<file path="src/verilog/ioc_consts.vh">
// Purpose: Shared constants for the I/O command port.
// Assumes: APB byte addresses, 32-bit data, one word per register.
// Notes:   Offsets, fields and resets are named here only.
`ifndef IOC_CONSTS_VH
`define IOC_CONSTS_VH
`define IOC_ADDR_W        8
`define IOC_OFS_CMD       8'h00
`define IOC_OFS_ARG       8'h04
`define IOC_OFS_RESULT    8'h08
`define IOC_OFS_STATUS    8'h0C
`define IOC_OFS_OUT       8'h10
`define IOC_OFS_IN        8'h14
`define IOC_OFS_POLARITY  8'h18
`define IOC_OFS_ADCCFG    8'h1C
`define IOC_OFS_ADCRAW    8'h20
`define IOC_OP_SET_BIT    4'h1
`define IOC_OP_CLR_BIT    4'h2
`define IOC_OP_VALUE      4'h3
`define IOC_OP_PORT1      4'h4
`define IOC_OP_PORT2      4'h5
`define IOC_OP_RD_OUT     4'h6
`define IOC_OP_RD_IN      4'h7
`define IOC_OP_BANK       4'h8
`define IOC_OP_IN_TRIP    4'h9
`define IOC_OP_ADC_RD     4'hA
`define IOC_OP_ADC_TRIP   4'hB
`define IOC_OP_DAC_SET    4'hC
`define IOC_OP_DAC_RD     4'hD
`define IOC_OP_NONE       4'h0
`define IOC_F_OP          3:0
`define IOC_F_BITNUM      3:0
`define IOC_F_OPND        31:8
`define IOC_F_BANK0       7:0
`define IOC_F_BANK1       15:8
`define IOC_F_MASK        15:0
`define IOC_F_LEVELS      31:16
`define IOC_F_ALEVEL      15:4
`define IOC_F_DIR         16
`define IOC_F_BANKSEL     0
`define IOC_F_CH          2:0
`define IOC_F_POL         15:0
`define IOC_F_DIFF        0
`define IOC_ADC_FULL      12'hFFF
`define IOC_ADC_SHIFT     3
`define IOC_ZERO32        32'h0000_0000
`define IOC_ZERO16        16'h0000
`define IOC_ZERO8         8'h00
`define IOC_ZERO12        12'h000
`endif

</file>
<file path="src/verilog/ioc_sync.v">
// Purpose: Three-stage synchroniser for a bus of field inputs.
// Assumes: Inputs are asynchronous to SYS_CLK.
// Notes:   A change is taken once stages two and three agree.
`timescale 1ns/10ps
module ioc_sync
#(
    parameter W     = 16,
    parameter WHOLE = 0
)
(
    // Clock and reset.
    input  wire         clk,
    input  wire         rst_n,
    // Data.
    input  wire [W-1:0] d_in,
    output reg  [W-1:0] q_out
);
    reg [W-1:0] s1_ff;
    reg [W-1:0] s2_ff;
    reg [W-1:0] s3_ff;
    integer i;
    always @(posedge clk or negedge rst_n)
    begin
        if (!rst_n)
        begin
            s1_ff <= {W{1'b0}};
            s2_ff <= {W{1'b0}};
            s3_ff <= {W{1'b0}};
            q_out <= {W{1'b0}};
        end
        else
        begin
            s1_ff <= d_in;
            s2_ff <= s1_ff;
            s3_ff <= s2_ff;
            // A multi-bit code must move as one word, or a torn value leaks out.
            if (WHOLE == 0)
            begin
                for (i = 0; i < W; i = i + 1)
                    if (s2_ff[i] == s3_ff[i])
                        q_out[i] <= s3_ff[i];
            end
            else if (s2_ff == s3_ff)
                q_out <= s3_ff;
        end
    end
endmodule // ioc_sync

</file>
<file path="src/verilog/ioc_scale.v">
// Purpose: Scale a 12-bit analog code to the record integer form.
// Assumes: Code already spans Vlo to Vhi as 0 to full scale.
// Notes:   Input record form is code times eight; output form is the code itself.
`timescale 1ns/10ps
`include "ioc_consts.vh"
module ioc_scale
(
    // Code in.
    input  wire [11:0] code,
    // Scaled record values.
    output wire [15:0] adc_rec,
    output wire [15:0] dac_rec
);
    assign adc_rec = {1'b0, code, 3'b000};
    assign dac_rec = {4'h0, code};
endmodule // ioc_scale

</file>
<file path="src/verilog/ioc_top.v">
// Purpose: APB command port for digital and analog I/O.
// Assumes: Host writes ARG then CMD; commands run one at a time.
// Notes:   Trip points keep BUSY high until their condition holds.
// Summary of operation
// [RQ1] Set-bit and clear-bit commands drive one named output high or low.
// [RQ2] Value command sets output if operand non-zero, clears it otherwise.
// [RQ3] Port write loads whole bank, bit i weighted two to the i.
// [RQ4] Two-operand port write: first to bank zero, second to bank one.
// [RQ5] Present state of any single output readable by output number.
// [RQ6] Level of a single input readable by input number.
// [RQ7] Per-input polarity register chooses which level counts as active.
// [RQ8] Whole input bank reported in one response, bank zero or one.
// [RQ9] Input trip waits until every listed input is at its level.
// [RQ10] Analog reads give a 12-bit value; width is a parameter.
// [RQ11] Record form of analog input is scaled code times eight.
// [RQ12] Channel config selects eight single-ended (default) or four differential.
// [RQ13] Analog trip waits for rise above (0) or fall below (1) level.
// [RQ14] If analog condition already holds, the trip completes at once.
// [RQ15] Analog output set per channel at 12 bits and readable back.
// [RQ16] Record form of analog output is the code with no multiply.
// [RQ17] Standard range 0 V to 5 V maps to code 0 to full scale.
// [RQ18] Two 8-bit output banks and two 8-bit input banks.
`timescale 1ns/10ps
`include "ioc_consts.vh"
module ioc_top
#(
    parameter AW = 12
)
(
    // Clock and reset.
    input  wire          SYS_CLK,
    input  wire          RSTN,
    // APB slave.
    input  wire          PSEL,
    input  wire          PENABLE,
    input  wire          PWRITE,
    input  wire [7:0]    PADDR,
    input  wire [31:0]   PWDATA,
    output wire [31:0]   PRDATA,
    output wire          PREADY,
    output wire          PSLVERR,
    // Digital field pins.
    input  wire [15:0]   DIN,
    output wire [15:0]   DOUT,
    // Analog converters, eight single-ended channels of codes.
    input  wire [95:0]   ADC_CODES,
    output wire [95:0]   DAC_CODES,
    output wire          ADC_DIFF_MODE
);
    ////////////////////////////////////////////////////////////////////////////
    // Registers.
    reg  [7:0]    out_bank0_ff;  // [RQ18]
    reg  [7:0]    out_bank1_ff;  // [RQ18]
    reg  [15:0]   pol_ff;
    reg           diff_ff;
    reg  [31:0]   arg_ff;
    reg  [3:0]    op_ff;
    reg           busy_ff;
    reg  [31:0]   result_ff;
    reg  [AW-1:0] dac_ff [0:7];
    reg  [31:0]   prdata_ff;
    wire [15:0]   din_s;
    wire [95:0]   adc_s;
    wire [15:0]   act_lvl;
    wire [15:0]   out_all;
    wire [AW-1:0] adc_sel;
    wire [15:0]   adc_rec;
    wire [15:0]   dac_rec;
    wire [2:0]    ch;
    wire          wr;
    wire          rd;
    wire          cmd_wr;
    wire          in_trip_ok;
    wire          adc_trip_ok;
    integer       k;
    // ARG and PWDATA fields, named once so the engine reads no bare positions.
    wire [3:0]    wr_op;
    wire [3:0]    f_bitnum;
    wire          f_operand_nz;
    wire [7:0]    f_bank0;
    wire [7:0]    f_bank1;
    wire [15:0]   f_mask;
    wire [15:0]   f_levels;
    wire [AW-1:0] f_alevel;
    wire          f_fall;
    wire          f_banksel;

    assign out_all = {out_bank1_ff, out_bank0_ff};
    assign DOUT = out_all;
    assign ADC_DIFF_MODE = diff_ff;
    assign PREADY = 1'b1;
    assign PSLVERR = 1'b0;
    assign PRDATA = prdata_ff;
    assign wr = PSEL & PENABLE & PWRITE;
    assign rd = PSEL & ~PENABLE & ~PWRITE;
    assign cmd_wr = wr & (PADDR == `IOC_OFS_CMD) & ~busy_ff;
    assign ch = arg_ff[`IOC_F_CH];

    ////////////////////////////////////////////////////////////////////////////
    // Field decode. Bit numbers span both banks: the top bit picks bank one.
    assign wr_op        = PWDATA[`IOC_F_OP];
    assign f_bitnum     = arg_ff[`IOC_F_BITNUM];
    assign f_operand_nz = |arg_ff[`IOC_F_OPND]; // [RQ2]
    assign f_bank0      = arg_ff[`IOC_F_BANK0];
    assign f_bank1      = arg_ff[`IOC_F_BANK1];
    assign f_mask       = arg_ff[`IOC_F_MASK];
    assign f_levels     = arg_ff[`IOC_F_LEVELS];
    assign f_alevel     = arg_ff[`IOC_F_ALEVEL];
    assign f_fall       = arg_ff[`IOC_F_DIR];
    assign f_banksel    = arg_ff[`IOC_F_BANKSEL];

    // Replace one of the sixteen output bits and keep the other fifteen.
    function [15:0] put_bit;
        input [15:0] word;
        input [3:0]  n;
        input        v;
        begin
            put_bit    = word;
            put_bit[n] = v;
        end
    endfunction

    ////////////////////////////////////////////////////////////////////////////
    // Input synchronisation.
    ioc_sync #(.W(16)) u_din
    (
        .clk   (SYS_CLK),
        .rst_n (RSTN),
        .d_in  (DIN),
        .q_out (din_s)
    );
    // Converter codes are taken only when a whole word has held for two samples,
    // which adds a cycle of latency while a code is still settling.
    ioc_sync #(.W(96), .WHOLE(1)) u_adc
    (
        .clk   (SYS_CLK),
        .rst_n (RSTN),
        .d_in  (ADC_CODES),
        .q_out (adc_s)
    );

    // A set polarity bit marks low as the active level.
    assign act_lvl = din_s ^ pol_ff; // [RQ7]

    // In differential mode channel n pairs inputs 2n and 2n+1; the lower one
    // carries the converted difference, so only four channels are addressable.
    function [AW-1:0] adc_pick;
        input [95:0] codes;
        input [2:0]  c;
        input        dm;
        reg   [2:0]  e;
        begin
            e = dm ? {c[1:0], 1'b0} : c;
            adc_pick = codes[e*AW +: AW];
        end
    endfunction
    assign adc_sel = adc_pick(adc_s, ch, diff_ff); // [RQ12]

    ioc_scale u_scale
    (
        .code    (op_ff == `IOC_OP_DAC_RD ? dac_ff[ch] : adc_sel),
        .adc_rec (adc_rec), // [RQ11]
        .dac_rec (dac_rec)  // [RQ16]
    );

    // ARG for input trip: [15:0] mask of listed inputs, [31:16] wanted levels.
    assign in_trip_ok = ((act_lvl ^ f_levels) & f_mask) == `IOC_ZERO16; // [RQ9]
    // ARG for analog trip: [2:0] channel, [15:4] level, [16] direction. Both
    // compares are strict, so a channel sitting exactly on the level waits.
    assign adc_trip_ok = f_fall ? (adc_sel < f_alevel)
                                : (adc_sel > f_alevel); // [RQ13]

    genvar g;
    generate
        for (g = 0; g < 8; g = g + 1)
        begin : g_dac
            assign DAC_CODES[g*12 +: 12] = dac_ff[g];
        end
    endgenerate

    ////////////////////////////////////////////////////////////////////////////
    // Software-set registers. ARG is locked while a command runs, so a trip or
    // a conversion never sees its operand change underneath it.
    always @(posedge SYS_CLK or negedge RSTN)
    begin
        if (!RSTN)
        begin
            arg_ff  <= `IOC_ZERO32;
            pol_ff  <= `IOC_ZERO16;
            diff_ff <= 1'b0;
        end
        else
        begin
            if (wr && PADDR == `IOC_OFS_ARG && !busy_ff)
                arg_ff <= PWDATA;
            if (wr && PADDR == `IOC_OFS_POLARITY)
                pol_ff <= PWDATA[`IOC_F_POL]; // [RQ7]
            if (wr && PADDR == `IOC_OFS_ADCCFG)
                diff_ff <= PWDATA[`IOC_F_DIFF]; // [RQ12]
        end
    end

    ////////////////////////////////////////////////////////////////////////////
    // Command engine. Output and digital readback commands finish on the issuing edge.
    // Conversions, DAC readback and trips raise BUSY instead; a command written while BUSY
    // is dropped with no error response, so software must poll STATUS first.
    always @(posedge SYS_CLK or negedge RSTN)
    begin
        if (!RSTN)
        begin
            out_bank0_ff <= `IOC_ZERO8;
            out_bank1_ff <= `IOC_ZERO8;
            op_ff        <= `IOC_OP_NONE;
            busy_ff      <= 1'b0;
            result_ff    <= `IOC_ZERO32;
            for (k = 0; k < 8; k = k + 1)
                dac_ff[k] <= {AW{1'b0}};
        end
        else
        begin
            if (cmd_wr)
            begin
                op_ff <= wr_op;
                case (wr_op)
                    `IOC_OP_SET_BIT:
                        {out_bank1_ff, out_bank0_ff} <=
                            put_bit(out_all, f_bitnum, 1'b1); // [RQ1]
                    `IOC_OP_CLR_BIT:
                        {out_bank1_ff, out_bank0_ff} <=
                            put_bit(out_all, f_bitnum, 1'b0); // [RQ1]
                    // ARG [3:0] output number, [31:8] operand.
                    `IOC_OP_VALUE:
                        {out_bank1_ff, out_bank0_ff} <=
                            put_bit(out_all, f_bitnum, f_operand_nz); // [RQ2]
                    `IOC_OP_PORT1:
                        out_bank0_ff <= f_bank0; // [RQ3]
                    `IOC_OP_PORT2:
                    begin
                        out_bank0_ff <= f_bank0; // [RQ4]
                        out_bank1_ff <= f_bank1; // [RQ4]
                    end
                    `IOC_OP_RD_OUT:
                        result_ff <= {31'h0, out_all[f_bitnum]}; // [RQ5]
                    `IOC_OP_RD_IN:
                        result_ff <= {31'h0, act_lvl[f_bitnum]}; // [RQ6]
                    `IOC_OP_BANK:
                        result_ff <= {24'h0, f_banksel ? act_lvl[`IOC_F_BANK1]
                                                       : act_lvl[`IOC_F_BANK0]}; // [RQ8]
                    `IOC_OP_IN_TRIP, `IOC_OP_ADC_TRIP, `IOC_OP_ADC_RD, `IOC_OP_DAC_RD:
                        busy_ff <= 1'b1;
                    `IOC_OP_DAC_SET:
                        dac_ff[ch] <= f_alevel; // [RQ15]
                    default:
                        result_ff <= result_ff;
                endcase
            end
            else if (busy_ff)
            begin
                // One cycle after issue the selected code is settled; trips hold here.
                case (op_ff)
                    `IOC_OP_IN_TRIP:
                        if (in_trip_ok) busy_ff <= 1'b0; // [RQ9]
                    `IOC_OP_ADC_TRIP:
                        if (adc_trip_ok) busy_ff <= 1'b0; // [RQ14]
                    `IOC_OP_ADC_RD:
                    begin
                        result_ff <= {4'h0, adc_sel, adc_rec}; // [RQ10] [RQ17]
                        busy_ff   <= 1'b0;
                    end
                    `IOC_OP_DAC_RD:
                    begin
                        result_ff <= {4'h0, dac_ff[ch], dac_rec}; // [RQ15]
                        busy_ff   <= 1'b0;
                    end
                    default:
                        busy_ff <= 1'b0;
                endcase
            end
        end
    end

    ////////////////////////////////////////////////////////////////////////////
    // Read data is captured in the setup cycle and valid in the access cycle.
    // Unmapped offsets read as zero so that software can probe the map safely.
    always @(posedge SYS_CLK or negedge RSTN)
    begin
        if (!RSTN)
            prdata_ff <= `IOC_ZERO32;
        else if (rd)
        begin
            case (PADDR)
                `IOC_OFS_ARG:      prdata_ff <= arg_ff;
                `IOC_OFS_CMD:      prdata_ff <= {28'h0, op_ff};
                `IOC_OFS_RESULT:   prdata_ff <= result_ff;
                `IOC_OFS_STATUS:   prdata_ff <= {31'h0, busy_ff};
                `IOC_OFS_OUT:      prdata_ff <= {16'h0, out_all};
                `IOC_OFS_IN:       prdata_ff <= {16'h0, act_lvl};
                `IOC_OFS_POLARITY: prdata_ff <= {16'h0, pol_ff};
                `IOC_OFS_ADCCFG:   prdata_ff <= {31'h0, diff_ff};
                `IOC_OFS_ADCRAW:   prdata_ff <= {20'h0, adc_sel};
                default:           prdata_ff <= `IOC_ZERO32;
            endcase
        end
    end
endmodule // ioc_top

</file>
<file path="config.mk">
export PLATFORM = sky130hd
export DESIGN_NAME = ioc_top
export DESIGN_NICKNAME = d
export VERILOG_FILES = /design/src/verilog/ioc_sync.v /design/src/verilog/ioc_scale.v /design/src/verilog/ioc_top.v
export VERILOG_INCLUDE_DIRS = /design/src /design/src/verilog
export SDC_FILE = /design/constraint.sdc
export NUM_CORES = 1
export LEC_CHECK = 0
export BUFFER_PORTS_ARGS = -buffer_cell sky130_fd_sc_hd__clkbuf_2
export CAP_MARGIN = 20
export CORE_ASPECT_RATIO = 1.4
export CORE_MARGIN = 2
export CORE_UTILIZATION = 58
export CTS_CLUSTER_DIAMETER = 120
export DETAILED_ROUTE_END_ITERATION = 7
export PLACE_DENSITY = 0.79
export REMOVE_ABC_BUFFERS = 1
export SYNTH_ARGS = -nofsm -noshare
export SYNTH_HDL_FRONTEND = slang
export SYNTH_SLANG_ARGS = --single-unit
</file>
<file path="constraint.sdc">
create_clock -name SYS_CLK -period 3.3 [get_ports SYS_CLK]
set_input_delay 0 -clock SYS_CLK [delete_from_list [all_inputs] [get_ports SYS_CLK]]
set_output_delay 0 -clock SYS_CLK [all_outputs]
set_load 0.1 [all_outputs]
</file>
==> metrics.md, run 1 <==
| Metric | Value |
|---|---|
| Reg2Reg Depth | 11 |
| Critical Path Fanout Max | 14 |
| WL/cell | roughly 30 um |
| Worst-path clk slew | 0.07 ns |
| Via density | 6.09 |
| Num rows | 92 |
| Data arrival, critical path | 3.65 ns |
| Drc violations | 0 |
| Largest net degree at the start of global routing | a little over 100 |
| Number of synthesized flops with an enable pin | 0 |
| Clock tree buffer depth | 3 |
| WS Path Type | reg -> reg |
| Via count | 19100 |
| Initial drt markers | about 1700 |
| Final Hold Viols | 0 |
| RSZ-0062 raised after global routing | no |
| Final period util | a little over nine tenths |
| Die Y | 257 um |
| Synth async-reset ratio | 100% |
| Antenna-violating nets left | 0 |
| Initial antenna violation count | 3 |
| Worst Hold Class | in -> reg |
| DP Area | 29200 sq um |
| Outcome | complete, no violations |
| Hold WS | 0.00667 ns |
| Clk_lat worst skew | 0.63 ns |
| Yosys reg bits | approximately 670 |
| Max Freq | around 0.32 GHz |
| Starting Density | just under 60% |
| Final Net Count | 2644 |
| Met2 Usage GRT | about two thirds |
| Sequential area share after synthesis | 63.6% |
| Hold Crit Start | ADC_CODES[69] |
| Met1 Resource Use GR | 43.8% |
| Placer Congestion | 1.00 |
| First-pass GRT wire length | 136000 um |
| Boundary Pins | 304 |
| Final setup margin | 0.205 ns |
| Commonest non-fill, non-tap cell in the layout | dfrtp_1 |
| Mapped cell area | about 26000 sq um |
| Die area | 47400 sq um |
| Detail Placement HPWL | 63100 um |
| CP required | 3.86 ns |
| Worst Skew | about 0.015 ns |
| Avg Inst Size Synth | 13.5 sq um |
| VDD IR max | 0.625 mV |
| ANT cells | 0 |
| Pwr/cell area | 528 nW/um^2 |
| Share of layout cells above drive strength 1 | 31.1% |
| Crit path time final | 3.10 ns |
| Layout area overhead | 24.9% |
| Worst-Margin Slew | around 1.0 ns |
| Hold worst-path end | u_adc.s1_ff[69] |
| Lkg Pwr | 15.5 nW |
| Core Area | 45000 sq um |
| Most frequent cells in the layout | dfrtp_1, clkbuf_2, nand2_1, mux2_2, dlygate4sd3_1 |
| Final WL | 93000 um |
| Grt ovf | 0 |
| Width of the die | ~180 um |
| GRT Overall Usage | 40.2% |
| R2R Path End | busy_ff |
| # clock sinks | 673 |
| Yosys warning count | 0 |
| Port buffer count | 301 |
| Top Usage Layer GRT | met2 |
| Final setup viols | 0 |
| Netlist cell types | 75 |
| Fin. max-slew vios | 0 |
| Place WS | 0.173 ns |
| Reg2Reg Launch Point | arg_ff[0] |
| Crit. End Element | register |
| Total CTS buffers | 59 |
| Main synth FF type | dfrtp_1 |
| Hold Path Depth | 2 |
| Flop2flop setup slack | around 0.2 ns |
| TritonCTS clock tree | done |
| H-Tree Depth | 2 |
| Met3 usage | 8.35% |
| Post-Route Utilization | 73.4% |
| Mapped Cells | slightly below 2000 |
| Fillers | 2795 |
| Setup Fix Bufs, Post-CTS | 0 |
| Vias in the first global route | 20700 |
| Final instance area | between 30000 and 40000 sq um |
| Drt first pass iters | 6 |
| Clk root buf | clkbuf_16 |
| Startpoint types | register |
| Max transition margin | 30.5% |
| Max cap viols | 0 |
[worst max-delay path: stages (launching register included)]
cell,delay (ns)
dfrtp_4,0.49
nor2b_2,0.21
buf_12,0.17
mux4_2,0.51
a22o_1,0.28
ha_1,0.30
a21o_1,0.16
nand3_1,0.07
a21oi_1,0.07
o41ai_1,0.42
a21boi_0,0.16
o21ai_0,0.17
[where the power goes]
part	total, mW	switching [mW]	internal [mW]
combinational	0.995	0.573	0.423
sequential	8.68	0.196	8.48
clock	7.79	3.33	4.46
total	17.5	4.10	13.4
[Yosys cell counts, drive strengths merged, types with 14 or more instances]
library cell    n  area share [%]
a21oi          61             1.2
a22o           16            0.53
a22oi          32            0.91
a31oi          14            0.33
buf            36            0.83
clkbuf         76             1.1
dfrtp         673              64
inv            39            0.55
maj3           16            0.61
mux2          212             9.6
mux4           40             3.4
nand2         175             2.5
nand3          30            0.57
nand4          21            0.50
nor2           46            0.65
nor4           25            0.61
o21ai         122             2.3
xnor2          75             2.5
xor2           47             1.6
[final cells by class]
type | instances | area, sq um | area share, %
multi-input cells | 1130 | 9000 | 27.2
clock buffers | 73 | 1650 | 4.99
inverters | 41 | 154 | 0.466
flip-flops and latches | 673 | 16800 | 51.0
well taps | 611 | 764 | 2.31
clock inverters | 37 | 544 | 1.65
repair buffers | 570 | 4090 | 12.4
[how the worst max path moves through the flow]
stage                              from      end  slack (ns)  cells past startpoint
after global placement        arg_ff[0]  busy_ff        0.26                     11
final                         arg_ff[0]  busy_ff        0.20                     11
after CTS                 ADC_DIFF_MODE  busy_ff        0.11                     10
after floorplan               arg_ff[0]  busy_ff       -2.02                     10
after global routing          arg_ff[0]  busy_ff        0.04                     11
after detailed placement  ADC_DIFF_MODE  busy_ff        0.17                     10
[registers in the layout, indices dropped and copies added, names as in the netlist]
name / cells
pol_ff: 16
u_din.s3_ff: 16
u_adc.s1_ff: 96
op_ff: 4
PRDATA: 32
u_din.s1_ff: 16
u_adc.s3_ff: 96
ADC_DIFF_MODE: 1
DAC_CODES: 96
u_adc.q_out: 96
out_bank1_ff: 8
result_ff: 27
out_bank0_ff: 8
busy_ff: 1
u_adc.s2_ff: 96
u_din.s2_ff: 16
arg_ff: 32
u_din.q_out: 16
[kinds of logic (layout without fill, tap and decap cells)]
kind of cell / count (synthesis) / count (layout) / share of synthesized area (%)
adder cells (fa/ha/maj): 28 / 28 / 1.17
XOR/XNOR: 122 / 122 / 4.04
other: 2 / 2 / 0.0284
buffers and inverters: 153 / 721 / 2.49
AND/OR/NAND/NOR: 363 / 363 / 6.55
multiplexers: 264 / 264 / 13.4
AO/OA/AOI/OAI: 351 / 351 / 8.65
flip-flops: 673 / 673 / 63.6
[layer usage]
| layer | part of all wire, % | wire, um |
|---|---|---|
| met2 | 50 | 46800 |
| met3 | 6.4 | 5920 |
| met1 | 33 | 31000 |
| met5 | 0.044 | 41 |
| met4 | 9.8 | 9150 |
[through the flow]
stage / instances / TNS, ns / power, mW
after global placement: 2859 / 0 / 9.58
after global routing: 3135 / 0 / 17.9
after floorplan: 1844 / -158.46 / 9.05
after detailed placement: 2860 / 0 / 9.61
final: 3135 / 0 / 17.5
after CTS: 3135 / 0 / 17.4
[repair_timing]
| action | in CTS | in global routing |
|---|---|---|
| resized for setup | 0 | 4 |
| endpoints found under the setup margin | 0 | 1 |
| hold buffers | 165 | 0 |
| hold endpoints to repair | 259 | 0 |
(Power assumes the default switching activity.)
==> inputs of run 2 (changes only) <==
--- a/config.mk
+++ b/config.mk
@@ -9,7 +9,7 @@
 export BUFFER_PORTS_ARGS = -buffer_cell sky130_fd_sc_hd__clkbuf_2
 export CAP_MARGIN = 20
 export CORE_ASPECT_RATIO = 1.4
-export CORE_MARGIN = 2
+export CORE_MARGIN = 8
 export CORE_UTILIZATION = 58
 export CTS_CLUSTER_DIAMETER = 120
 export DETAILED_ROUTE_END_ITERATION = 7
==> run 2 against run 1 <==
  * Final area is 0.86% lower
  * Hold slack better by 0.016 ns
  * Largest cell class unchanged
  * Clock skew is 0.010 ns higher
==> metrics.md, run 2 (synthesis gave the netlist of run 1 again) <==
| Metric | Value |
|---|---|
| Outcome | complete, no violations |
| Die Y | 269 um |
| Starting Density | 58.8% |
| Max cap viols | 0 |
| Via density | approximately 6 |
| Storage element area | 16800 sq um |
| Width of the die | 197 um |
| Clk_lat worst skew | 0.63 ns |
| Final WL | 90800 um |
| Fin. max-slew vios | 0 |
| Share of layout cells above drive strength 1 | 30.9% |
| CP endpoint | busy_ff |
| Worst Hold Class | in -> reg |
| Data arrival, critical path | 3.69 ns |
| Final Net Count | 2633 |
| Multi-input logic area | 9000 sq um |
| Detail Placement HPWL | 64300 um |
| Clock tree buffer depth | 3 |
| Startpoint types | register |
| VDD IR max | 0.614 mV |
| Vias in the first global route | 20400 |
| Max transition margin | slightly below 30% |
| Drc violations | 0 |
| Initial drt markers | 1620 |
| Placer Congestion | 1.04 |
| Crit. End Element | register |
| Critical Path Fanout Max | 32 |
| Worst Skew | approximately 0.025 ns |
| WS Path Type | reg -> reg |
| Fillers | around 2800 |
| Commonest non-fill, non-tap cell in the layout | dfrtp_1 |
| Drt first pass iters | 5 |
| Reg2Reg Depth | 10 |
| # clock sinks | just under 700 |
| Largest net degree at the start of global routing | approximately 120 |
| Reg2Reg Launch Point | arg_ff[1] |
| Antenna-violating nets left | 0 |
| Pwr/cell area | 514 nW/um^2 |
| Core Area | roughly 45000 sq um |
| Total CTS buffers | 59 |
| Crit path time final | 3.21 ns |
| Initial antenna violation count | 1 |
| Final Hold Viols | 0 |
| Port buffer count | between 300 and 400 |
| Final TNS setup | 0 ns |
| CP required | 3.78 ns |
| Crit-path slowest cell | dfrtp_2 |
| Crit. Startpoint | arg_ff[1] |
| Crit-path cells | buf_4, a21oi_1, o2111ai_1, nand2_1, ha_1, nand4_1, a211oi_1, o41ai_1, a21boi_0, o21ai_0 |
| Most frequent cells in the layout | dfrtp_1, clkbuf_2, nand2_1, mux2_2, dlygate4sd3_1 |
| Lkg Pwr | ~15 nW |
| Via count | 18800 |
| Final setup viols | 0 |
| First-pass GRT wire length | around 130000 um |
| Slowest stage delay, CP | 0.53 ns |
| Die area | around 53000 sq um |
| RSZ-0062 raised after global routing | no |
| Max Freq | 0.311 GHz |
| Flop2flop setup slack | 0.09 ns |
| Worst-path clk slew | 0.07 ns |
| R2R Path End | busy_ff |
| Boundary Pins | between 300 and 400 |
| Overall Power | about 17 mW |
| Clk root buf | clkbuf_16 |
| Final period util | 97.4% |
| H-Tree Depth | 2 |
| Layout area overhead | 23.8% |
| Grt ovf | 0 |
| GRT Overall Usage | 34.8% |
| Worst-Margin Slew | 1.07 ns |
| TritonCTS clock tree | done |
| Num rows | between 90 and 100 |
| WL/cell | between 20 and 30 um |
==> run 2: cell types whose count changed in the layout (fill, tap and decap cells not counted), sizes merged <==
cell         previous run  this run
dlygate4sd3           165       150
clkinv                 21        17
buf                   105       109
clkinvlp                2         3
inv                    44        42
diode                   0         1
bufinv                 11         8
clkbuf                373       379
==> run 2: area by class of cell <==
cell class | count | share of cell area, %
clock inverters | 29 | 1.12
inverters | 41 | 0.470
repair buffers | 559 | 12.2
clock buffers | 79 | 4.98
flip-flops and latches | 673 | 51.4
well taps | 611 | 2.33
multi-input cells | 1130 | 27.5
diodes | 1 | 0.00764
==> run 2: worst min path at each step <==
stage	slack [ns]	cells after the start	endpoint	start
after floorplan	-0.30	0	ADC_DIFF_MODE	RSTN
final	0.02	2	u_din.s1_ff[4]	DIN[4]
after global routing	0.02	2	u_din.s1_ff[14]	DIN[14]
after detailed placement	0.11	1	u_adc.s1_ff[73]	ADC_CODES[73]
after CTS	0.002	2	u_din.s1_ff[13]	DIN[13]
after global placement	0.11	1	u_adc.s1_ff[80]	ADC_CODES[80]
==> run 2: report_power, final <==
group | total [mW] | internal, mW | switching, mW
sequential | 8.68 | 8.49 | 0.190
clock | 7.20 | 4.10 | 3.10
combinational | 0.976 | 0.418 | 0.558
total | 16.9 | 13.0 | 3.85
==> run 2: worst max-delay path, delay by kind of cell, from the launching register on <==
kind | cells | cell delay [ns]
and+or+nand+nor | 2 | 0.38
AOI/OAI and AO/OA | 6 | 1.28
DFF | 1 | 0.53
buffers and inverters | 1 | 0.51
adders and majority gates | 1 | 0.37
==> run 2: stage by stage <==
step	cells	area (sq um)	hold slack, ns	utilization (%)	setup slack [ns]
2_1_floorplan	1844	26000	-0.296	-	-2.02
3_3_place_gp	2864	29200	0.108	65.0	0.306
3_5_place_dp	2864	29200	0.110	65.0	0.205
4_1_cts	3122	32700	0.00150	72.8	0.148
5_1_grt	3123	32800	0.0206	72.8	0.0104
6_report	3123	32800	0.0226	72.8	0.0850
==> run 2: repair_timing <==
action                                  CTS  global route
endpoints found under the setup margin    0             1
gates resized for setup                   0             4
hold buffers                            150             0
setup buffers                             0             0
endpoints found under the hold margin   266             0
==> run 2: layer usage <==
metal,routed length (um),vias up,track usage (%)
li1,-,7990,-
met1,30300,9578,37.2
met2,47000,897,61.5
met3,5650,309,6.33
met4,7820,0,25.5
met5,0,-,0
==> inputs of run 3 (changes only) <==
--- a/config.mk
+++ b/config.mk
@@ -10,10 +10,10 @@
 export CAP_MARGIN = 20
 export CORE_ASPECT_RATIO = 1.4
 export CORE_MARGIN = 8
-export CORE_UTILIZATION = 58
+export CORE_UTILIZATION = 53
 export CTS_CLUSTER_DIAMETER = 120
 export DETAILED_ROUTE_END_ITERATION = 7
-export PLACE_DENSITY = 0.79
+export PLACE_DENSITY = 0.76
 export REMOVE_ABC_BUFFERS = 1
 export SYNTH_ARGS = -nofsm -noshare
 export SYNTH_HDL_FRONTEND = slang
==> constraint.sdc (replaced) <==
create_clock -name SYS_CLK -period 2.7 [get_ports SYS_CLK]
set_input_delay 0 -clock SYS_CLK [delete_from_list [all_inputs] [get_ports SYS_CLK]]
set_output_delay 0 -clock SYS_CLK [all_outputs]
set_load 0.1 [all_outputs]
==> run 3 against run 2 <==
  * Sequential share of layout area shrank 2.3 points
  * Critical endpoint unchanged
  * First-iteration DRC count shrank 20%
  * Clock skew shrank 0.0082 ns
  * The run now ends with negative setup slack left
  * Final cell count grew 5.0%
  * Maximum frequency grew 16%
==> metrics.md, run 3 (synthesis gave the netlist of run 1 again) <==
| Metric | Value |
|---|---|
| Outcome | finished with violations |
| Failing checks | negative setup slack |
| Buf+Inv Stages, Crit Path | 2 |
| Total CTS buffers | 60 |
| CP dominant cell by count | buf_4 |
| Share of layout cells above drive strength 1 | between 30% and 40% |
| Worst Skew | approximately 0.017 ns |
| First-pass GRT wire length | approximately 130000 um |
| Worst-Margin Slew | 0.988 ns |
| # clock sinks | 673 |
| Width of the die | just over 200 um |
| Final period util | 103% |
| Pwr/cell area | approximately 620 nW/um^2 |
| Startpoint types | register |
| Crit. End Element | register |
| Slowest stage delay, CP | 0.47 ns |
| Die area | 57400 sq um |
| Data arrival, critical path | 3.28 ns |
| Lkg Pwr | between 15 and 20 nW |
| Boundary Pins | 304 |
| TritonCTS clock tree | done |
| Drt first pass iters | 7 |
| Port buffer count | 301 |
| Die Y | 280 um |
| WL/cell | 27.6 um |
| Via count | approximately 19000 |
| Num rows | 97 |
| Core Area | 49600 sq um |
| Drc violations | 0 |
| Vias in the first global route | ~21000 |
| Crit-path cells | buf_4, buf_4, or3b_2, a21oi_2, o32ai_2, ha_1, nor2b_1, o211ai_1, a211oi_2, nand4bb_1, a21boi_1, o21ai_1 |
| Reg2Reg Launch Point | arg_ff[1] |
| Placer Congestion | 0.992 |
| Initial antenna violation count | 0 |
| Final Hold Viols | 0 |
| WS Path Type | reg -> reg |
| Overall Power | 21.4 mW |
| Grt ovf | 0 |
| Initial drt markers | 1303 |
| CP required | around 3.2 ns |
| Clock tree buffer depth | 3 |
| Final setup margin | -0.0734 ns |
| H-Tree Depth | 2 |
| Detail Placement HPWL | 64800 um |
| Worst Hold Class | in -> reg |
| Commonest non-fill, non-tap cell in the layout | dfrtp_1 |
| GRT Overall Usage | 31.6% |
| Clk_lat worst skew | between 0.6 and 0.7 ns |
| ANT cells | 0 |
| Top delay family on crit path | compound AO/OA/AOI/OAI gates |
| Final Net Count | 2761 |
| VDD IR max | 0.884 mV |
| Starting Density | 53.3% |
| Worst-path clk slew | 0.07 ns |
| Crit. Startpoint | arg_ff[1] |
| Max cap viols | 0 |
| Via density | about 5.8 |
| Critical Path Fanout Max | 3 |
| Hold Crit Start | ADC_CODES[32] |
| Crit path time final | 2.77 ns |
| Fin. max-slew vios | 0 |
| Final WL | around 90000 um |
| Final setup viols | 1 |
| RSZ-0062 raised after global routing | yes |
| Antenna-violating nets left | 0 |
| Layout area overhead | 29.7% |
| Finished Layout Cells | about 3300 |
| Max transition margin | between 30% and 40% |
| Max Freq | 0.361 GHz |
| Final TNS setup | -0.0734 ns |
| # placed instances | 2955 |
| Crit-path slowest cell | or3b_2 |
| Clk root buf | clkbuf_16 |
| Largest net degree at the start of global routing | 99 |
| Most frequent cells in the layout | dfrtp_1, clkbuf_2, dlygate4sd3_1, mux2_2, nand2_1 |
| Hold WS | 0.00747 ns |
| Post-Route Utilization | 69.2% |
-- run 3: changes by cell type in the layout (fill, tap and decap cells not counted), moves of 5 or more --
cell,before,now
dlygate4sd3_1,150,207
clkbuf_1,12,5
buf_6,0,6
nand2_1,175,169
buf_4,94,154
nand2_2,0,5
-- run 3: metal layers --
metal  part of all wire (%)  global-route usage [%]
met1                     34                    34.5
met2                     51                    55.0
met3                    5.8                    5.48
met4                    8.6                    22.6
met5                      0                       0
-- run 3: stage by stage --
stage	instance area [sq um]	worst slack (ns)
final	34300	-0.0734
after global routing	34300	-0.175
after CTS	34200	-0.0634
after detailed placement	29700	-0.257
after global placement	29700	-0.235
after floorplan	26000	-2.62
-- run 3: what timing repair did --
item / CTS / global route
hold buffers: 208 / 0
endpoints found under the setup margin: 3 / 61
gates resized for setup: 26 / 27
setup buffers: 6 / 3
pin swaps: 10 / 15
endpoints found under the hold margin: 682 / 0
cloned: 1 / 0
-- run 3: final cells by class --
| cell class | instances | area, sq um |
|---|---|---|
| clock buffer | 76 | 1680 |
| clock inverter | 31 | 514 |
| fill | 3451 | 15300 |
| inverter | 41 | 155 |
| multi-input combinational | 1130 | 9170 |
| sequential | 673 | 16800 |
| tap | 643 | 805 |
| timing repair buffer | 686 | 5160 |
-- run 3: worst paths after layout --
path,to,slack (ns),cells past startpoint
min in group asynchronous,u_adc.s3_ff[91],0.04,3
min reg2reg,u_din.s2_ff[10],0.34,0
max,busy_ff,-0.07,12
min,u_adc.s1_ff[32],0.007,2
max reg2reg,busy_ff,-0.07,12
max in group asynchronous,arg_ff[8],2.03,3
-- run 3: report_power, final --
part / total [mW] / switching (mW) / internal [mW]
registers: 10.6 / 0.221 / 10.4
clock network: 9.48 / 3.92 / 5.57
logic: 1.28 / 0.691 / 0.590
total: 21.4 / 4.83 / 16.5
